## src/hdl/cltx_pkg.sv

```systemverilog
// package of constants and types for the converter link transmit port set
// ==========================================================================
package cltx_pkg;
  localparam int unsigned LANES        = 2;
  localparam int unsigned WORD_W       = 64;
  localparam int unsigned HDR_W        = 2;
  localparam int unsigned FLAG_W       = 4;
  localparam int unsigned CMD_W        = 19;
  localparam int unsigned CMD_CRC_W    = 7;
  localparam int unsigned FIFO_DEPTH   = 8;
  localparam int unsigned BLK_PER_MB   = 32;   // blocks (cycles) per multi-block
  localparam int unsigned MB_PER_EMB   = 4;    // multi-blocks per extended multi-block
  localparam int unsigned EMB_LEN      = BLK_PER_MB * MB_PER_EMB;
  localparam int unsigned RST_REQ_CYC  = 4;    // cycles the reset request is held
  localparam logic [1:0]  HDR_DATA     = 2'h1; // sync header for a data block
  localparam logic [1:0]  HDR_CMD      = 2'h2; // sync header carrying command bit
  localparam logic [3:0]  FLAGS_NONE   = 4'h0;
  typedef enum logic [1:0] {ST_RESET, ST_WAIT_PHY, ST_SYNC, ST_RUN} cltx_state_e;
endpackage : cltx_pkg

```

## src/hdl/cltx_link_if.sv

```systemverilog
// interface joining the transmit core to the sample source and physical layer
`timescale 1ns/10ps
interface cltx_link_if;
  import cltx_pkg::*;
  logic [LANES*WORD_W-1:0] payloadData;
  logic                    payloadReady;
  logic                    embMarker;
  logic [LANES*CMD_W-1:0]  cmdData;
  logic                    cmdValid;
  logic                    cmdReady;
  logic                    streamRst_n;
  logic                    phyResetReq;
  logic                    phyResetDone;
  logic                    sysref;
  logic                    syncReq_n;
  logic [LANES*WORD_W-1:0] laneWordOut;
  logic [LANES*HDR_W-1:0]  laneSyncHeaderOut;
  logic [LANES*FLAG_W-1:0] laneControlCharFlags;
  modport core (input payloadData, cmdData, cmdValid, phyResetDone, sysref, syncReq_n,
                output payloadReady, embMarker, cmdReady, streamRst_n, phyResetReq,
                laneWordOut, laneSyncHeaderOut, laneControlCharFlags);
  modport partner (output payloadData, cmdData, cmdValid, phyResetDone, sysref, syncReq_n,
                   input payloadReady, embMarker, cmdReady, streamRst_n, phyResetReq,
                   laneWordOut, laneSyncHeaderOut, laneControlCharFlags);
endinterface : cltx_link_if

```

## src/hdl/cltx_core.sv

```systemverilog
// transmit core end: reset handshake, sysref alignment, lane word generation
`timescale 1ns/10ps
module cltx_core
  import cltx_pkg::*;
(
  input  wire logic  clk,
  input  wire logic  sys_rst,
  input  wire logic  cmdModeMeta,  // 1: full 19-bit command, 0: crc meta mode
  input  wire logic  subclass1,
  input  wire logic  coding8b10b,
  output logic       linkUp,
  cltx_link_if.core  lnk
);
  // ==========================================================================
  // state and counters
  cltx_state_e      state_q;
  logic [2:0]       rstCnt_q;
  logic [6:0]       blkCnt_q;       // position inside the extended multi-block
  logic             sysrefSeen_q;
  logic             streamRst_n_q;
  logic             phyResetReq_q;
  logic             payloadReady_q;
  logic             embMarker_q;
  logic             cmdReady_q;
  logic             linkUp_q;
  logic [LANES*WORD_W-1:0] word_q;
  logic [LANES*HDR_W-1:0]  hdr_q;
  logic [LANES*FLAG_W-1:0] flag_q;
  logic [LANES*CMD_W-1:0]  cmdHold_q;
  logic [LANES*CMD_W-1:0]  cmdMasked;
  logic             sysrefRise;
  logic             sysref_q;

  // ==========================================================================
  // reset sequence with the physical layer
  always_ff @(posedge clk or posedge sys_rst) begin
    if (sys_rst) begin
      state_q       <= ST_RESET;
      rstCnt_q      <= '0;
      phyResetReq_q <= 1'b1;
      streamRst_n_q <= 1'b0;
    end else begin
      unique case (state_q)
        ST_RESET: begin
          rstCnt_q <= rstCnt_q + 3'h1;
          if (rstCnt_q == 3'(RST_REQ_CYC - 1)) begin
            phyResetReq_q <= 1'b0;
            state_q       <= ST_WAIT_PHY;
          end
        end
        ST_WAIT_PHY: begin
          if (lnk.phyResetDone) begin
            streamRst_n_q <= 1'b1;
            state_q       <= ST_SYNC;
          end
        end
        ST_SYNC: begin
          if (!coding8b10b || lnk.syncReq_n) begin
            state_q <= ST_RUN;
          end
        end
        ST_RUN: begin
          if (coding8b10b && !lnk.syncReq_n) begin
            state_q <= ST_SYNC;
          end
        end
      endcase
    end
  end

  // ==========================================================================
  // sysref edge detection and extended multi-block phase
  assign sysrefRise = lnk.sysref && !sysref_q;

  always_ff @(posedge clk or posedge sys_rst) begin
    if (sys_rst) begin
      sysref_q     <= 1'b0;
      sysrefSeen_q <= 1'b0;
      blkCnt_q     <= '0;
    end else begin
      sysref_q <= lnk.sysref;
      if (subclass1 && sysrefRise) begin
        blkCnt_q     <= '0;
        sysrefSeen_q <= 1'b1;
      end else begin
        blkCnt_q <= (blkCnt_q == 7'(EMB_LEN - 1)) ? '0 : blkCnt_q + 7'h1;
      end
    end
  end

  // ==========================================================================
  // stream handshakes: payload ready every cycle, command ready once per multi-block, marker one cycle ahead
  always_ff @(posedge clk or posedge sys_rst) begin
    if (sys_rst) begin
      payloadReady_q <= 1'b0;
      embMarker_q    <= 1'b0;
      cmdReady_q     <= 1'b0;
      linkUp_q       <= 1'b0;
    end else begin
      linkUp_q       <= (state_q == ST_RUN) && (!subclass1 || sysrefSeen_q);
      payloadReady_q <= (state_q == ST_RUN) && (!subclass1 || sysrefSeen_q);
      // blkCnt_q+1 is the count seen while the next accepted word is presented
      embMarker_q    <= (blkCnt_q == 7'(EMB_LEN - 2))
                        && !(subclass1 && sysrefRise);
      cmdReady_q     <= (state_q == ST_RUN)
                        && (blkCnt_q[4:0] == 5'(BLK_PER_MB - 2));
    end
  end

  // ==========================================================================
  // command word masking by meta mode
  always_comb begin
    cmdMasked = lnk.cmdData;
    for (int i = 0; i < LANES; i++) begin
      if (!cmdModeMeta) begin
        cmdMasked[i*CMD_W+CMD_CRC_W +: CMD_W-CMD_CRC_W] = '0;
      end
    end
  end

  always_ff @(posedge clk or posedge sys_rst) begin
    if (sys_rst) begin
      cmdHold_q <= '0;
    end else if (lnk.cmdValid && cmdReady_q) begin
      cmdHold_q <= cmdMasked;
    end
  end

  // ==========================================================================
  // lane outputs to the physical layer
  always_ff @(posedge clk or posedge sys_rst) begin
    if (sys_rst) begin
      word_q <= '0;
      hdr_q  <= '0;
      flag_q <= '0;
    end else begin
      for (int i = 0; i < LANES; i++) begin
        word_q[i*WORD_W +: WORD_W] <= payloadReady_q ? lnk.payloadData[i*WORD_W +: WORD_W]
                                                     : '0;
        hdr_q[i*HDR_W +: HDR_W]    <= cmdHold_q[i*CMD_W + 5'(blkCnt_q[4:0] % 5'(CMD_W))]
                                      ? HDR_CMD : HDR_DATA;
        flag_q[i*FLAG_W +: FLAG_W] <= FLAGS_NONE;
      end
    end
  end

  assign lnk.streamRst_n          = streamRst_n_q;
  assign lnk.phyResetReq          = phyResetReq_q;
  assign lnk.payloadReady         = payloadReady_q;
  assign lnk.embMarker            = embMarker_q;
  assign lnk.cmdReady             = cmdReady_q;
  assign lnk.laneWordOut          = word_q;
  assign lnk.laneSyncHeaderOut    = hdr_q;
  assign lnk.laneControlCharFlags = flag_q;
  assign linkUp                   = linkUp_q;
endmodule : cltx_core

```

## src/flat_wrapper.sv

```systemverilog
// flat-port wrapper written by rule: the top's interface ports become plain ports
module cltx_core_flat import cltx_pkg::*;
  (clk, sys_rst, cmdModeMeta, subclass1, coding8b10b, linkUp, lnk_payloadData, lnk_cmdData, lnk_cmdValid, lnk_phyResetDone, lnk_sysref, lnk_syncReq_n, lnk_payloadReady, lnk_embMarker, lnk_cmdReady, lnk_streamRst_n, lnk_phyResetReq, lnk_laneWordOut, lnk_laneSyncHeaderOut, lnk_laneControlCharFlags);
  cltx_link_if lnk_i ();
  input  wire logic clk;
  input  wire logic sys_rst;
  input  wire logic cmdModeMeta;
  input  wire logic subclass1;
  input  wire logic coding8b10b;
  output logic linkUp;
  input wire logic [$bits(lnk_i.payloadData)-1:0] lnk_payloadData;
  input wire logic [$bits(lnk_i.cmdData)-1:0] lnk_cmdData;
  input wire logic [$bits(lnk_i.cmdValid)-1:0] lnk_cmdValid;
  input wire logic [$bits(lnk_i.phyResetDone)-1:0] lnk_phyResetDone;
  input wire logic [$bits(lnk_i.sysref)-1:0] lnk_sysref;
  input wire logic [$bits(lnk_i.syncReq_n)-1:0] lnk_syncReq_n;
  output wire logic [$bits(lnk_i.payloadReady)-1:0] lnk_payloadReady;
  output wire logic [$bits(lnk_i.embMarker)-1:0] lnk_embMarker;
  output wire logic [$bits(lnk_i.cmdReady)-1:0] lnk_cmdReady;
  output wire logic [$bits(lnk_i.streamRst_n)-1:0] lnk_streamRst_n;
  output wire logic [$bits(lnk_i.phyResetReq)-1:0] lnk_phyResetReq;
  output wire logic [$bits(lnk_i.laneWordOut)-1:0] lnk_laneWordOut;
  output wire logic [$bits(lnk_i.laneSyncHeaderOut)-1:0] lnk_laneSyncHeaderOut;
  output wire logic [$bits(lnk_i.laneControlCharFlags)-1:0] lnk_laneControlCharFlags;
  assign lnk_i.payloadData = lnk_payloadData;
  assign lnk_i.cmdData = lnk_cmdData;
  assign lnk_i.cmdValid = lnk_cmdValid;
  assign lnk_i.phyResetDone = lnk_phyResetDone;
  assign lnk_i.sysref = lnk_sysref;
  assign lnk_i.syncReq_n = lnk_syncReq_n;
  assign lnk_payloadReady = lnk_i.payloadReady;
  assign lnk_embMarker = lnk_i.embMarker;
  assign lnk_cmdReady = lnk_i.cmdReady;
  assign lnk_streamRst_n = lnk_i.streamRst_n;
  assign lnk_phyResetReq = lnk_i.phyResetReq;
  assign lnk_laneWordOut = lnk_i.laneWordOut;
  assign lnk_laneSyncHeaderOut = lnk_i.laneSyncHeaderOut;
  assign lnk_laneControlCharFlags = lnk_i.laneControlCharFlags;
  cltx_core u_core (.clk(clk), .sys_rst(sys_rst), .cmdModeMeta(cmdModeMeta), .subclass1(subclass1), .coding8b10b(coding8b10b), .linkUp(linkUp), .lnk(lnk_i));
endmodule
```

## config.mk

```make
export PLATFORM = sky130hd
export DESIGN_NAME = cltx_core_flat
export DESIGN_NICKNAME = d
export VERILOG_FILES = /design/src/hdl/cltx_pkg.sv /design/src/hdl/cltx_link_if.sv /design/src/hdl/cltx_core.sv /design/src/flat_wrapper.sv
export SDC_FILE = /design/constraint.sdc
export NUM_CORES = 1
export LEC_CHECK = 0
export BUFFER_PORTS_ARGS = -buffer_cell sky130_fd_sc_hd__buf_2
export CAP_MARGIN = 40
export CORE_AREA = 2 2 143 110
export CTS_CLUSTER_DIAMETER = 150
export DETAILED_ROUTE_END_ITERATION = 8
export DIE_AREA = 0 0 145 112
export PLACE_DENSITY_LB_ADDON = 0.12
export SYNTH_ARGS = -nofsm -noshare
export SYNTH_HDL_FRONTEND = slang
export SYNTH_SLANG_ARGS = --single-unit
```

## constraint.sdc

```tcl
create_clock -name clk -period 13.37 [get_ports clk]
set_input_delay 2.0055 -clock clk [delete_from_list [all_inputs] [get_ports clk]]
set_output_delay 2.0055 -clock clk [all_outputs]
set_load 0.01 [all_outputs]
```

Word-level counts from Yosys, hierarchy flattened
Index checks and enable logic that the tools add are counted.
{ "classes": {"add_sub_neg": 3, "div": 1, "n_lt_le_gt_ge": 2, "n_eq_ne": 11, "muxes": 17, "reduce_logical": 18} }
{ "ops": {"columns": ["operator", "n"], "rows": [
  ["$mux W64", 2],
  ["$lt A32 B7 Y1 const B", 1],
  ["$mux W12", 2],
  ["$eq A7 B7 Y1 const B", 2],
  ["$mux W7", 2],
  ["$mux W2", 6],
  ["$pmux W2 S4", 1],
  ["$add A7 B1 Y7 const B", 1],
  ["$logic_and A1 B1 Y1", 7],
  ["$lt A5 B7 Y1 const B", 1],
  ["$add A5 B5 Y6 const A", 1],
  ["$bmux W1 S6", 1],
  ["$ne A2 B1 Y1 const B", 3],
  ["$bmux W1 S5", 1],
  ["$eq A5 B5 Y1 const B", 1],
  ["$logic_not A1 Y1", 5],
  ["$mod A5 B5 Y5 const B", 1],
  ["$eq A2 B2 Y1 const B", 2],
  ["$reduce_and A2 Y1", 2],
  ["$reduce_and A4 Y1", 1],
  ["$add A3 B1 Y3 const B", 1],
  ["$eq A3 B2 Y1 const B", 1],
  ["$eq A2 B1 Y1 const B", 1],
  ["$logic_not A2 Y1", 1],
  ["other kinds (3)", 5]
]} }
{ "word_totals": {"reg_bits": 189, "in_bits": 175, "output_inout_bits": 146} }

Logic depth before layout (Yosys ltp)
Gate-level depths: netlist of run 1.
{ "logic_depth": {"ltp_word": 5, "depth_mapped": 10} }

Worst setup path after synthesis of run 1
No wires, ideal clock.
{ "synth_timing": {"path_kind": "input-to-reg", "from": "in lnk_cmdValid", "to": "reg u_core.cmdHold_q[19]", "setup_time_ns": 0.125, "arrival_time_ns": 2.884, "required_time_ns": 13.245, "slack_ns": 10.361, "cell_stages": 3, "path_buffers": 1, "path_cell_list": "nand2_1 -> clkbuf_1 -> mux2_2"} }
{ "synth_via": {"elab_chain_len": 1} }
{ "synth_rtl": {"columns": ["element", "line", "text"], "rows": [
  ["start, declared", "flat_wrapper.sv:13", "input wire logic [$bits(lnk_i.cmdValid)-1:0] lnk_cmdValid;"],
  ["$logic_and A1 B1 Y1", "cltx_core.sv:124", "end else if (lnk.cmdValid && cmdReady_q) begin"],
  ["end signal, assigned", "cltx_core.sv:125", "cmdHold_q <= cmdMasked;"],
  ["end, declared", "cltx_core.sv:29", "logic [LANES*CMD_W-1:0] cmdHold_q;"]
]} }
Every way passes these cells.
A chain may end at the register's enable or synchronous reset.

Worst setup path after layout of run 1
{ "layout_timing": {"from": "reg u_core.phyResetReq_q, in the netlist u_core.lnk.phyResetReq", "to": "out lnk_phyResetReq"} }
{ "layout_lines": {"columns": ["element", "line", "text"], "rows": [
  ["start, declared", "cltx_core.sv:21", "logic phyResetReq_q;"],
  ["start signal, assigned", "cltx_core.sv:40", "phyResetReq_q <= 1'b1;"],
  ["start signal, assigned", "cltx_core.sv:47", "phyResetReq_q <= 1'b0;"],
  ["end, declared", "flat_wrapper.sv:21", "output wire logic [$bits(lnk_i.phyResetReq)-1:0] lnk_phyResetReq;"]
]} }
No word-level cell between the ends.

==> results of run 1 <==
## final cells by class
cell class              count  area (um2)
multi-input cells         376        2350
diodes                      3        7.51
flip-flops and latches    189        4730
well taps                 205         256
inverters                   6        27.5
clock buffers              17         425
repair buffers            319        1650
fillers                  1288        5290
clock inverters            14         149
## layer usage
metal,vias up,routed length [um]
met5,-,0
met4,0,465
li1,2604,-
met3,37,1570
met1,2609,7060
met2,189,9680
## worst reg2reg max path, delay by kind of cell (launching register included)
| kind | cells | cell delay, ns |
|---|---|---|
| adders and majority gates | 1 | 0.49 |
| buffers and inverters | 1 | 0.26 |
| and+or+nand+nor | 1 | 0.53 |
| AOI/OAI and AO/OA | 4 | 1.08 |
| DFF | 1 | 0.53 |
## path summary, 6_finish.rpt
kind	endpoint	slack, ns	depth (start not counted)
worst max-delay path	lnk_phyResetReq	10.27	1
worst min-delay path	u_core.sysrefSeen_q$_DFFE_PP0P_	0.47	2
worst max register to register	u_core.lnk.laneSyncHeaderOut[2]$_DFF_PP0_	10.36	7
worst min register to register	u_core.sysrefSeen_q$_DFFE_PP0P_	0.47	2
max in group asynchronous	u_core.lnk.phyResetReq$_DFFE_PP1P_	10.33	5
min in group asynchronous	u_core.lnk.laneWordOut[110]$_DFF_PP0_	1.51	2
## logic make-up after synthesis
logic type      count (synthesis)
compound gates                 77
xor+xnor                        7
fa+ha+maj                       4
buf+inv                        52
flops                         189
mux                            27
other cells                     1
simple gates                  253
## power breakdown
part | switching, W | internal [W]
sequential | 0.0000468 | 0.000623
clock | 0.000232 | 0.000263
combinational | 0.000166 | 0.000133
## sequential cells by signal (all words and copies together), names as in the netlist, 2 cells and up
register and count:
u_core.blkCnt_q 7, u_core.rstCnt_q 3, u_core.lnk.laneWordOut 128, u_core.cmdHold_q 38, u_core.lnk.laneSyncHeaderOut 4, u_core.state_q 2
## cells in the final DEF, fill, tap and decap left out, types with 4 or more instances in the layout
| cell | netlist | routed |
|---|---|---|
| sky130_fd_sc_hd__a21oi_1 | 7 | 7 |
| sky130_fd_sc_hd__a32oi_1 | 5 | 5 |
| sky130_fd_sc_hd__and2_1 | 132 | 132 |
| sky130_fd_sc_hd__buf_2 | 8 | 312 |
| sky130_fd_sc_hd__buf_4 | 10 | 5 |
| sky130_fd_sc_hd__clkbuf_16 | 0 | 17 |
| sky130_fd_sc_hd__conb_1 | 1 | 8 |
| sky130_fd_sc_hd__dfrtp_1 | 188 | 187 |
| sky130_fd_sc_hd__ha_1 | 4 | 4 |
| sky130_fd_sc_hd__inv_1 | 6 | 5 |
| sky130_fd_sc_hd__inv_6 | 0 | 4 |
| sky130_fd_sc_hd__inv_8 | 0 | 5 |
| sky130_fd_sc_hd__mux2_2 | 17 | 17 |
| sky130_fd_sc_hd__mux2i_1 | 9 | 9 |
| sky130_fd_sc_hd__nand2_1 | 65 | 65 |
| sky130_fd_sc_hd__nand3_1 | 12 | 12 |
| sky130_fd_sc_hd__nor2_1 | 16 | 16 |
| sky130_fd_sc_hd__o211ai_1 | 4 | 4 |
| sky130_fd_sc_hd__o21ai_0 | 31 | 31 |
| sky130_fd_sc_hd__o22ai_1 | 5 | 5 |
| sky130_fd_sc_hd__xor2_1 | 4 | 4 |
## stage by stage
step	power (W)	util	hold slack, ns	setup slack, ns	area (um2)
6_report	0.00146	0.645	0.465	10.27	9590
3_3_place_gp	0.000966	0.602	0.446	9.48	8960
5_1_grt	0.00154	0.645	0.490	10.10	9590
4_1_cts	0.00147	0.644	0.461	10.25	9590
2_1_floorplan	0.000898	-	0.427	6.22	7350
3_5_place_dp	0.000978	0.606	0.448	9.82	9010
==> metrics list, run 1 <==
- Run status: complete, no violations
- The worst register-to-register path begins at u_core.blkCnt_q[0]$_DFF_PP0_.
* Post-route clock period utilization: 0.232
- Tot GR Track Use: 0.241
- By startpoint and endpoint, the worst setup path is classified as flop to output port.
* Overall die height: 112 um
* Resized cells post-CTS: 0
- Top post-synthesis cells by area: sky130_fd_sc_hd__dfrtp_1, sky130_fd_sc_hd__and2_1, sky130_fd_sc_hd__nand2_1, sky130_fd_sc_hd__mux2_2, sky130_fd_sc_hd__o21ai_0
* Cell with the biggest individual delay on the critical path: sky130_fd_sc_hd__dfstp_2
- Number of cell rows: 39
- The number of antenna violations at the first check in global routing is 3.
- Max-slew violation total from the final report: 0
* CTS Buf Count: 17
- Compound-gate portion of the synthesized area: 0.0696
- Total number of clock tree sinks: 189
- Synth Cell Area: 7320 um2
- At the pin with the least slew margin, the transition time is 0.836 ns.
- VDD IR max: 0.0000921 V
* Root Buffer Master: sky130_fd_sc_hd__clkbuf_16
* Number of instances in the placed design: 1095
- After legalization and detailed placement, the total HPWL measured 14300 um.
- After synthesis, the mean cell area works out to 12.0 um2.
- Share of layout cells above drive strength 1: 0.409
* Achievable Freq: 322 MHz
- Top cell types by occurrence after synthesis: sky130_fd_sc_hd__dfrtp_1, sky130_fd_sc_hd__and2_1, sky130_fd_sc_hd__nand2_1, sky130_fd_sc_hd__o21ai_0, sky130_fd_sc_hd__clkbuf_1
- The count of nets left with antenna violations once routing finished came out at 0.
- The share of the Yosys chip area taken by registers is 0.646.
* Kind of end point of the critical path: output port
- In the global route stage, met2 resource usage came out at 0.403.
- Count of flip-flops with a built-in enable after synthesis: 0
- After the flow finishes, the layout carries non-filler instances totaling 1129.
* Number of max-cap violations: 0
* Share of synthesized cell area in and, or, nand and nor gates: 0.192
- The clock arrives with 0.00868 ns of skew.
- Leakage dissipation: 4.92 nW
* Count of buffers added by post-CTS timing repair for setup: 0
* Fraction of synthesized area in multiplexers: 0.0403
- Detailed router's first-iteration violation count: 368
- Total via count after detailed routing: 5439
- Number of warning messages in the yosys log: 0
* Hold_sp: u_core.sysrefSeen_q$_DFFE_PP0P_
- Adding up every negative setup slack in the final design gives 0 ns.
* Cts-stage hold buffer count: 0
* Total of endpoints with negative setup slack in the final report: 0
* Parity-gate share of the synthesized area counting xor and xnor cells: 0.00838
- The via count of the first global-routing pass is 5712.
- After detailed routing, the average wire length per cell comes to 16.6 um.
- Along the worst path, the maximum fanout reaches 2.
- Routability-driven placement finished with a final weighted congestion of 0.912.
- Worst Setup SP: u_core.lnk.phyResetReq$_DFFE_PP1P_
* Flip-flop and latch count after synthesis: 189
- Share of the synthesized area in the top cell type: 0.643
- Min Clock Period, post-route: 3.10 ns
* Unrepaired setup endpoints after global routing: no
- The initial utilization of the core area, before any placement, comes to 0.492.
- Via-to-Cell Ratio: 4.82
* H-Tree Depth: 4
- Adder and majority gate portion of the synthesized area: 0.00684
- The total overflow left after global routing is 0.
- Yosys instantiated no cell more often than sky130_fd_sc_hd__dfrtp_1.
- Worst hold path type: flop to flop
- The first global-routing pass estimated 30000 um of wire.
- For this design the ratio of total power to cell area is 153 nW/um2.
* Buf/Inv on CP: 1
- In the routed design, unresolved DRC markers number 0.
- Pin count of the biggest net entering global routing: 123
- For met1 alone, demand over resource in global routing was 0.279.
- The first detailed-routing pass ran for 4 iterations.
- The number of hold violations in the final report came to 0.
* Met3 Resource Use GR: 0.0959
- The biggest area contributor in the post-synthesis netlist is sky130_fd_sc_hd__dfrtp_1.
- The clock passes through at most 2 buffers.
* Sum of routed wire length over all layers: 18800 um
- STA classifies the critical path startpoint as a flop.
- The synthesized netlist contains 57 unique library cells.
* X dimension of the die: 145 um
- The area growth from synthesis to layout is 31.1%.
- For the worst setup path, the data required time is 11.36 ns.
- Cell Chain, Critical Path: buf_2
- TritonCTS clock tree: yes
- Delay of the slowest cell on the worst path: 0.53 ns
* Area of the placeable core: 14900 um2
- Async S/R FF share, synth: 1.00
- The layer flagged by global routing as most heavily used is met2.
- After synthesis, the largest family of logic cells by area is simple AND/OR/NAND/NOR gates.
* Post-layout net count: 1088
* Instance count of the mapped netlist: 610
- Worst slew margin relative to its limit: 0.443
* Worst path arrival time: 1.10 ns
- For the worst-skew pair, the clock arrives at the later sink with an insertion delay of 0.44 ns.
- Pin placement for this block handled 321 I/O pins.
- Most used flip-flop cell after synthesis: sky130_fd_sc_hd__dfrtp_1
- Total die area: 16200 um2
* Clock transition at the register clock pins on the worst setup and hold paths after CTS: 0.07 ns
* Number of buffers added on ports: 312
* Worst path top cell family by delay: flip-flops
No activity file was read; power rests on OpenSTA's default activity.
==> run 2: changes to the inputs <==
CORE_AREA = 2 2 154 118   (was 2 2 143 110)
DIE_AREA = 0 0 156 120   (was 0 0 145 112)
clock period = 2.68 ns   (was 13.37 ns; I/O delays follow)
==> run 2 against run 1 <==
Combinational power grew to 6.1 times the previous value. Clock skew is 0.011 ns higher. Sequential share of layout area is 0.67 points lower. Design area is 1.4% higher. Clock power grew to 5.1 times the previous value. Setup slack worse by 10 ns. Die area is 15% higher. Sequential power grew to 4.9 times the previous value. Power grew to 5.2 times the previous value. Critical endpoint is now u_core.lnk.laneSyncHeaderOut[2]$_DFF_PP0_. Largest power group unchanged.
==> metrics list, run 2 (synthesis results as in run 1) <==
* Setup slack, reg-to-reg: 0.16 ns (-10.20 ns)
- The min-delay analysis places its worst path in the category input port to asynchronous set/reset pin.
- Most frequent standard cell in the layout excluding fill and tap cells: sky130_fd_sc_hd__buf_2
- Worst path arrival time: 2.83 ns (+1.73 ns)
* Worst setup slack after placement: 0.220 ns (-9.60 ns)
- The routed length per placed instance came to 17.5 um (+5.4%).
* Total number of clock tree sinks: 189 (unchanged)
- The worst path in the final design needs a cycle of 2.52 ns, including I/O delays and setup.
- Root Buffer Master: sky130_fd_sc_hd__clkbuf_16
* Kind of end point of the critical path: flop
- Achievable Freq: 397 MHz
* X dimension of the die: 156 um (+7.6%)
- The leakage dissipation is 4.98 nW (+1.3%).
- Comb pwr share: 0.239 (+0.035)
* Pin count of the biggest net entering global routing: 89 (-28%)
- The starting utilization of the core area was 0.423 (-0.0684).
- The hold-fix buffer count after cts came to 0 (unchanged).
- Post-route clock period utilization: 0.939
- Category of the most critical setup path: flop to flop
- The run finished with clean final reports.
- Final Instance Count excl. Fillers: 1157 (+2.5%)
- CTS Buf Count: 17 (unchanged)
* Area of the placeable core: 17300 um2 (+16%)
* Overflow left after global routing: 0 (unchanged)
- Total via count after detailed routing: 5558 (+2.2%)
- The global-route wire length before repair was 31100 um (+3.7%).
* Overall die height: 120 um (+7.1%)
- Clock latency at the later pin of the worst-skew pair: 0.44 ns (about the same)
* DRC: 0 (unchanged)
* Detail Route Antenna Nets: 0 (unchanged)
* Total of endpoints with negative setup slack in the final report: 0 (unchanged)
* GP Congestion: 0.855 (-6.3%)
* Number of iterations in the first detailed-routing pass: 4 (unchanged)
- The area growth from synthesis to layout is 32.9%.
- The worst slew slack as a fraction of its limit was 0.628 (+0.185).
- TritonCTS built the clock tree.
- The routed wire length came to 20300 um (+8.0%).
* Max reg flops: 128 (unchanged)
- The number of instances in the placed design was 1120 (+2.3%).
* Crit Path Max Fanout: 6 (+4)
- The maximum clock insertion buffer count came to 2 (unchanged).
- Net load switching power: 0.00242 W (+440%)
- VDD IR max: 0.000371 V (+300%)
- Hold slack: 0.0108 ns (-0.454 ns)
- In this run the critical register-to-register path is launched from u_core.blkCnt_q[0]$_DFF_PP0_.
* H-Tree Depth: 4 (unchanged)
- Tot GR Track Use: 0.221 (-0.0204)
* Fraction of power spent switching nets: 0.319 (+0.0145)
- Data required time at the worst endpoint: 2.99 ns (-8.37 ns)
- Fraction of power consumed by the clock network: 0.329 (-0.009)
- The part of the power in registers came to 0.431 (-0.026).
- Max-slew violation total from the final report: 0 (unchanged)
- STA classifies the critical path startpoint as a flop.
* Cell Pwr Density: 781 nW/um2 (+410%)
- Post-layout net count: 1098 (+0.92%)
- The clock tree skew after final layout came to 0.0195 ns (+0.0108 ns).
- Most frequent cells in the layout: sky130_fd_sc_hd__buf_2, sky130_fd_sc_hd__dfrtp_1, sky130_fd_sc_hd__and2_1
- Transition at the pin with the smallest max-transition slack: 0.558 ns (-0.278 ns)
* Number of max-cap violations: 0 (unchanged)
- Final Hold Violating Endpoints: 0 (unchanged)
* Worst setup slack after layout: 0.164 ns (-10.10 ns)
* Number of cell rows: 42 (+7.7%)
* Setup total negative slack: 0 ns (unchanged)
* P_int: 0.00517 W (+410%)
- Clock transition at the register clock pins on the worst setup and hold paths after CTS: 0.07 ns (about the same)
- The count of routing violations after the opening detailed-route iteration was 327 (-11%).
- Total die area: 18700 um2 (+15%)
- Count of pins on the block boundary: 321 (unchanged)
* Power after layout: 0.00759 W (+420%)
- Initial antenna violation count: 5 (+2)
- Via-to-Cell Ratio: 4.80 (-0.29%)
- Count of cells along the worst register-to-register path: 8 (+1)
* Half-perimeter wire length after placement: 15300 um (+7.0%)
- Number of buffers added on ports: 312 (unchanged)
* Number of global-route vias before repair: 5868 (+2.7%)
* RR Endpoint: u_core.lnk.laneSyncHeaderOut[2]$_DFF_PP0_
* Unrepaired setup endpoints after global routing: no
- Share of layout cells above drive strength 1: 0.415 (+0.00590)
==> run 2: cell types whose count changed in the layout (fill, tap and decap cells not counted), moves of 2 or more <==
cell                         change
sky130_fd_sc_hd__clkinv_4        +2
sky130_fd_sc_hd__diode_2         +2
sky130_fd_sc_hd__buf_12          +2
sky130_fd_sc_hd__clkinvlp_4      -2
sky130_fd_sc_hd__clkinv_8        +4
sky130_fd_sc_hd__inv_6           -2
sky130_fd_sc_hd__buf_4           +9
==> run 2: worst max path at each step <==
stage	cells after the start	from	to
3_3_place_gp	8	u_core.blkCnt_q[0]$_DFF_PP0_	u_core.lnk.laneSyncHeaderOut[2]$_DFF_PP0_
6_report	8	u_core.blkCnt_q[0]$_DFF_PP0_	u_core.lnk.laneSyncHeaderOut[2]$_DFF_PP0_
5_1_grt	8	u_core.blkCnt_q[0]$_DFF_PP0_	u_core.lnk.laneSyncHeaderOut[3]$_DFF_PP0_
2_1_floorplan	1	sys_rst	u_core.blkCnt_q[0]$_DFF_PP0_
4_1_cts	8	u_core.blkCnt_q[0]$_DFF_PP0_	u_core.lnk.laneSyncHeaderOut[2]$_DFF_PP0_
3_5_place_dp	8	u_core.blkCnt_q[0]$_DFF_PP0_	u_core.lnk.laneSyncHeaderOut[2]$_DFF_PP0_
==> run 2: cell type report <==
| cell class | count | area [um2] |
|---|---|---|
| repair buffers | 329 | 1730 |
| clock buffers | 18 | 429 |
| inverters | 6 | 26.3 |
| multi-input cells | 376 | 2360 |
| flip-flops and latches | 189 | 4730 |
| well taps | 220 | 275 |
| fillers | 1545 | 7560 |
| clock inverters | 14 | 165 |
| diodes | 5 | 12.5 |
==> run 2: power by group through the flow <==
stage | combinational [W] | sequential (W) | clock [W]
after global placement | 0.00176 | 0.00333 | 0
after global routing | 0.00202 | 0.00331 | 0.00267
after CTS | 0.00180 | 0.00328 | 0.00256
after detailed placement | 0.00179 | 0.00333 | 0
final | 0.00182 | 0.00327 | 0.00250
after floorplan | 0.00113 | 0.00335 | 0
==> run 2: worst max-delay path, stage by stage, from the launching register on <==
cell,delay [ns]
sky130_fd_sc_hd__dfrtp_1,0.44
sky130_fd_sc_hd__ha_1,0.33
sky130_fd_sc_hd__buf_4,0.19
sky130_fd_sc_hd__a21boi_0,0.20
sky130_fd_sc_hd__o211ai_1,0.11
sky130_fd_sc_hd__a32oi_1,0.29
sky130_fd_sc_hd__a32oi_1,0.15
sky130_fd_sc_hd__or4_1,0.57
sky130_fd_sc_hd__o31a_1,0.13
==> run 2: repair_timing <==
action | 4_1_cts | 5_1_grt
gates resized for setup | 0 | 1
setup endpoints to repair | 0 | 1
setup buffers | 0 | 0
==> run 2: routing by layer <==
metal	GRT usage	part of all wire	up-vias	routed length (um)
met1	0.260	0.39	2720	7970
met5	0	0	-	0
met4	0.101	0.025	0	498
met3	0.0885	0.081	35	1650
li1	-	-	2628	-
met2	0.356	0.50	175	10200
==> run 2: per-stage QoR <==
stage,instance area [um2],util
floorplan,7350,-
global placement,9110,0.527
detailed placement,9110,0.527
global route,9730,0.563
finish,9730,0.563
CTS,9700,0.561
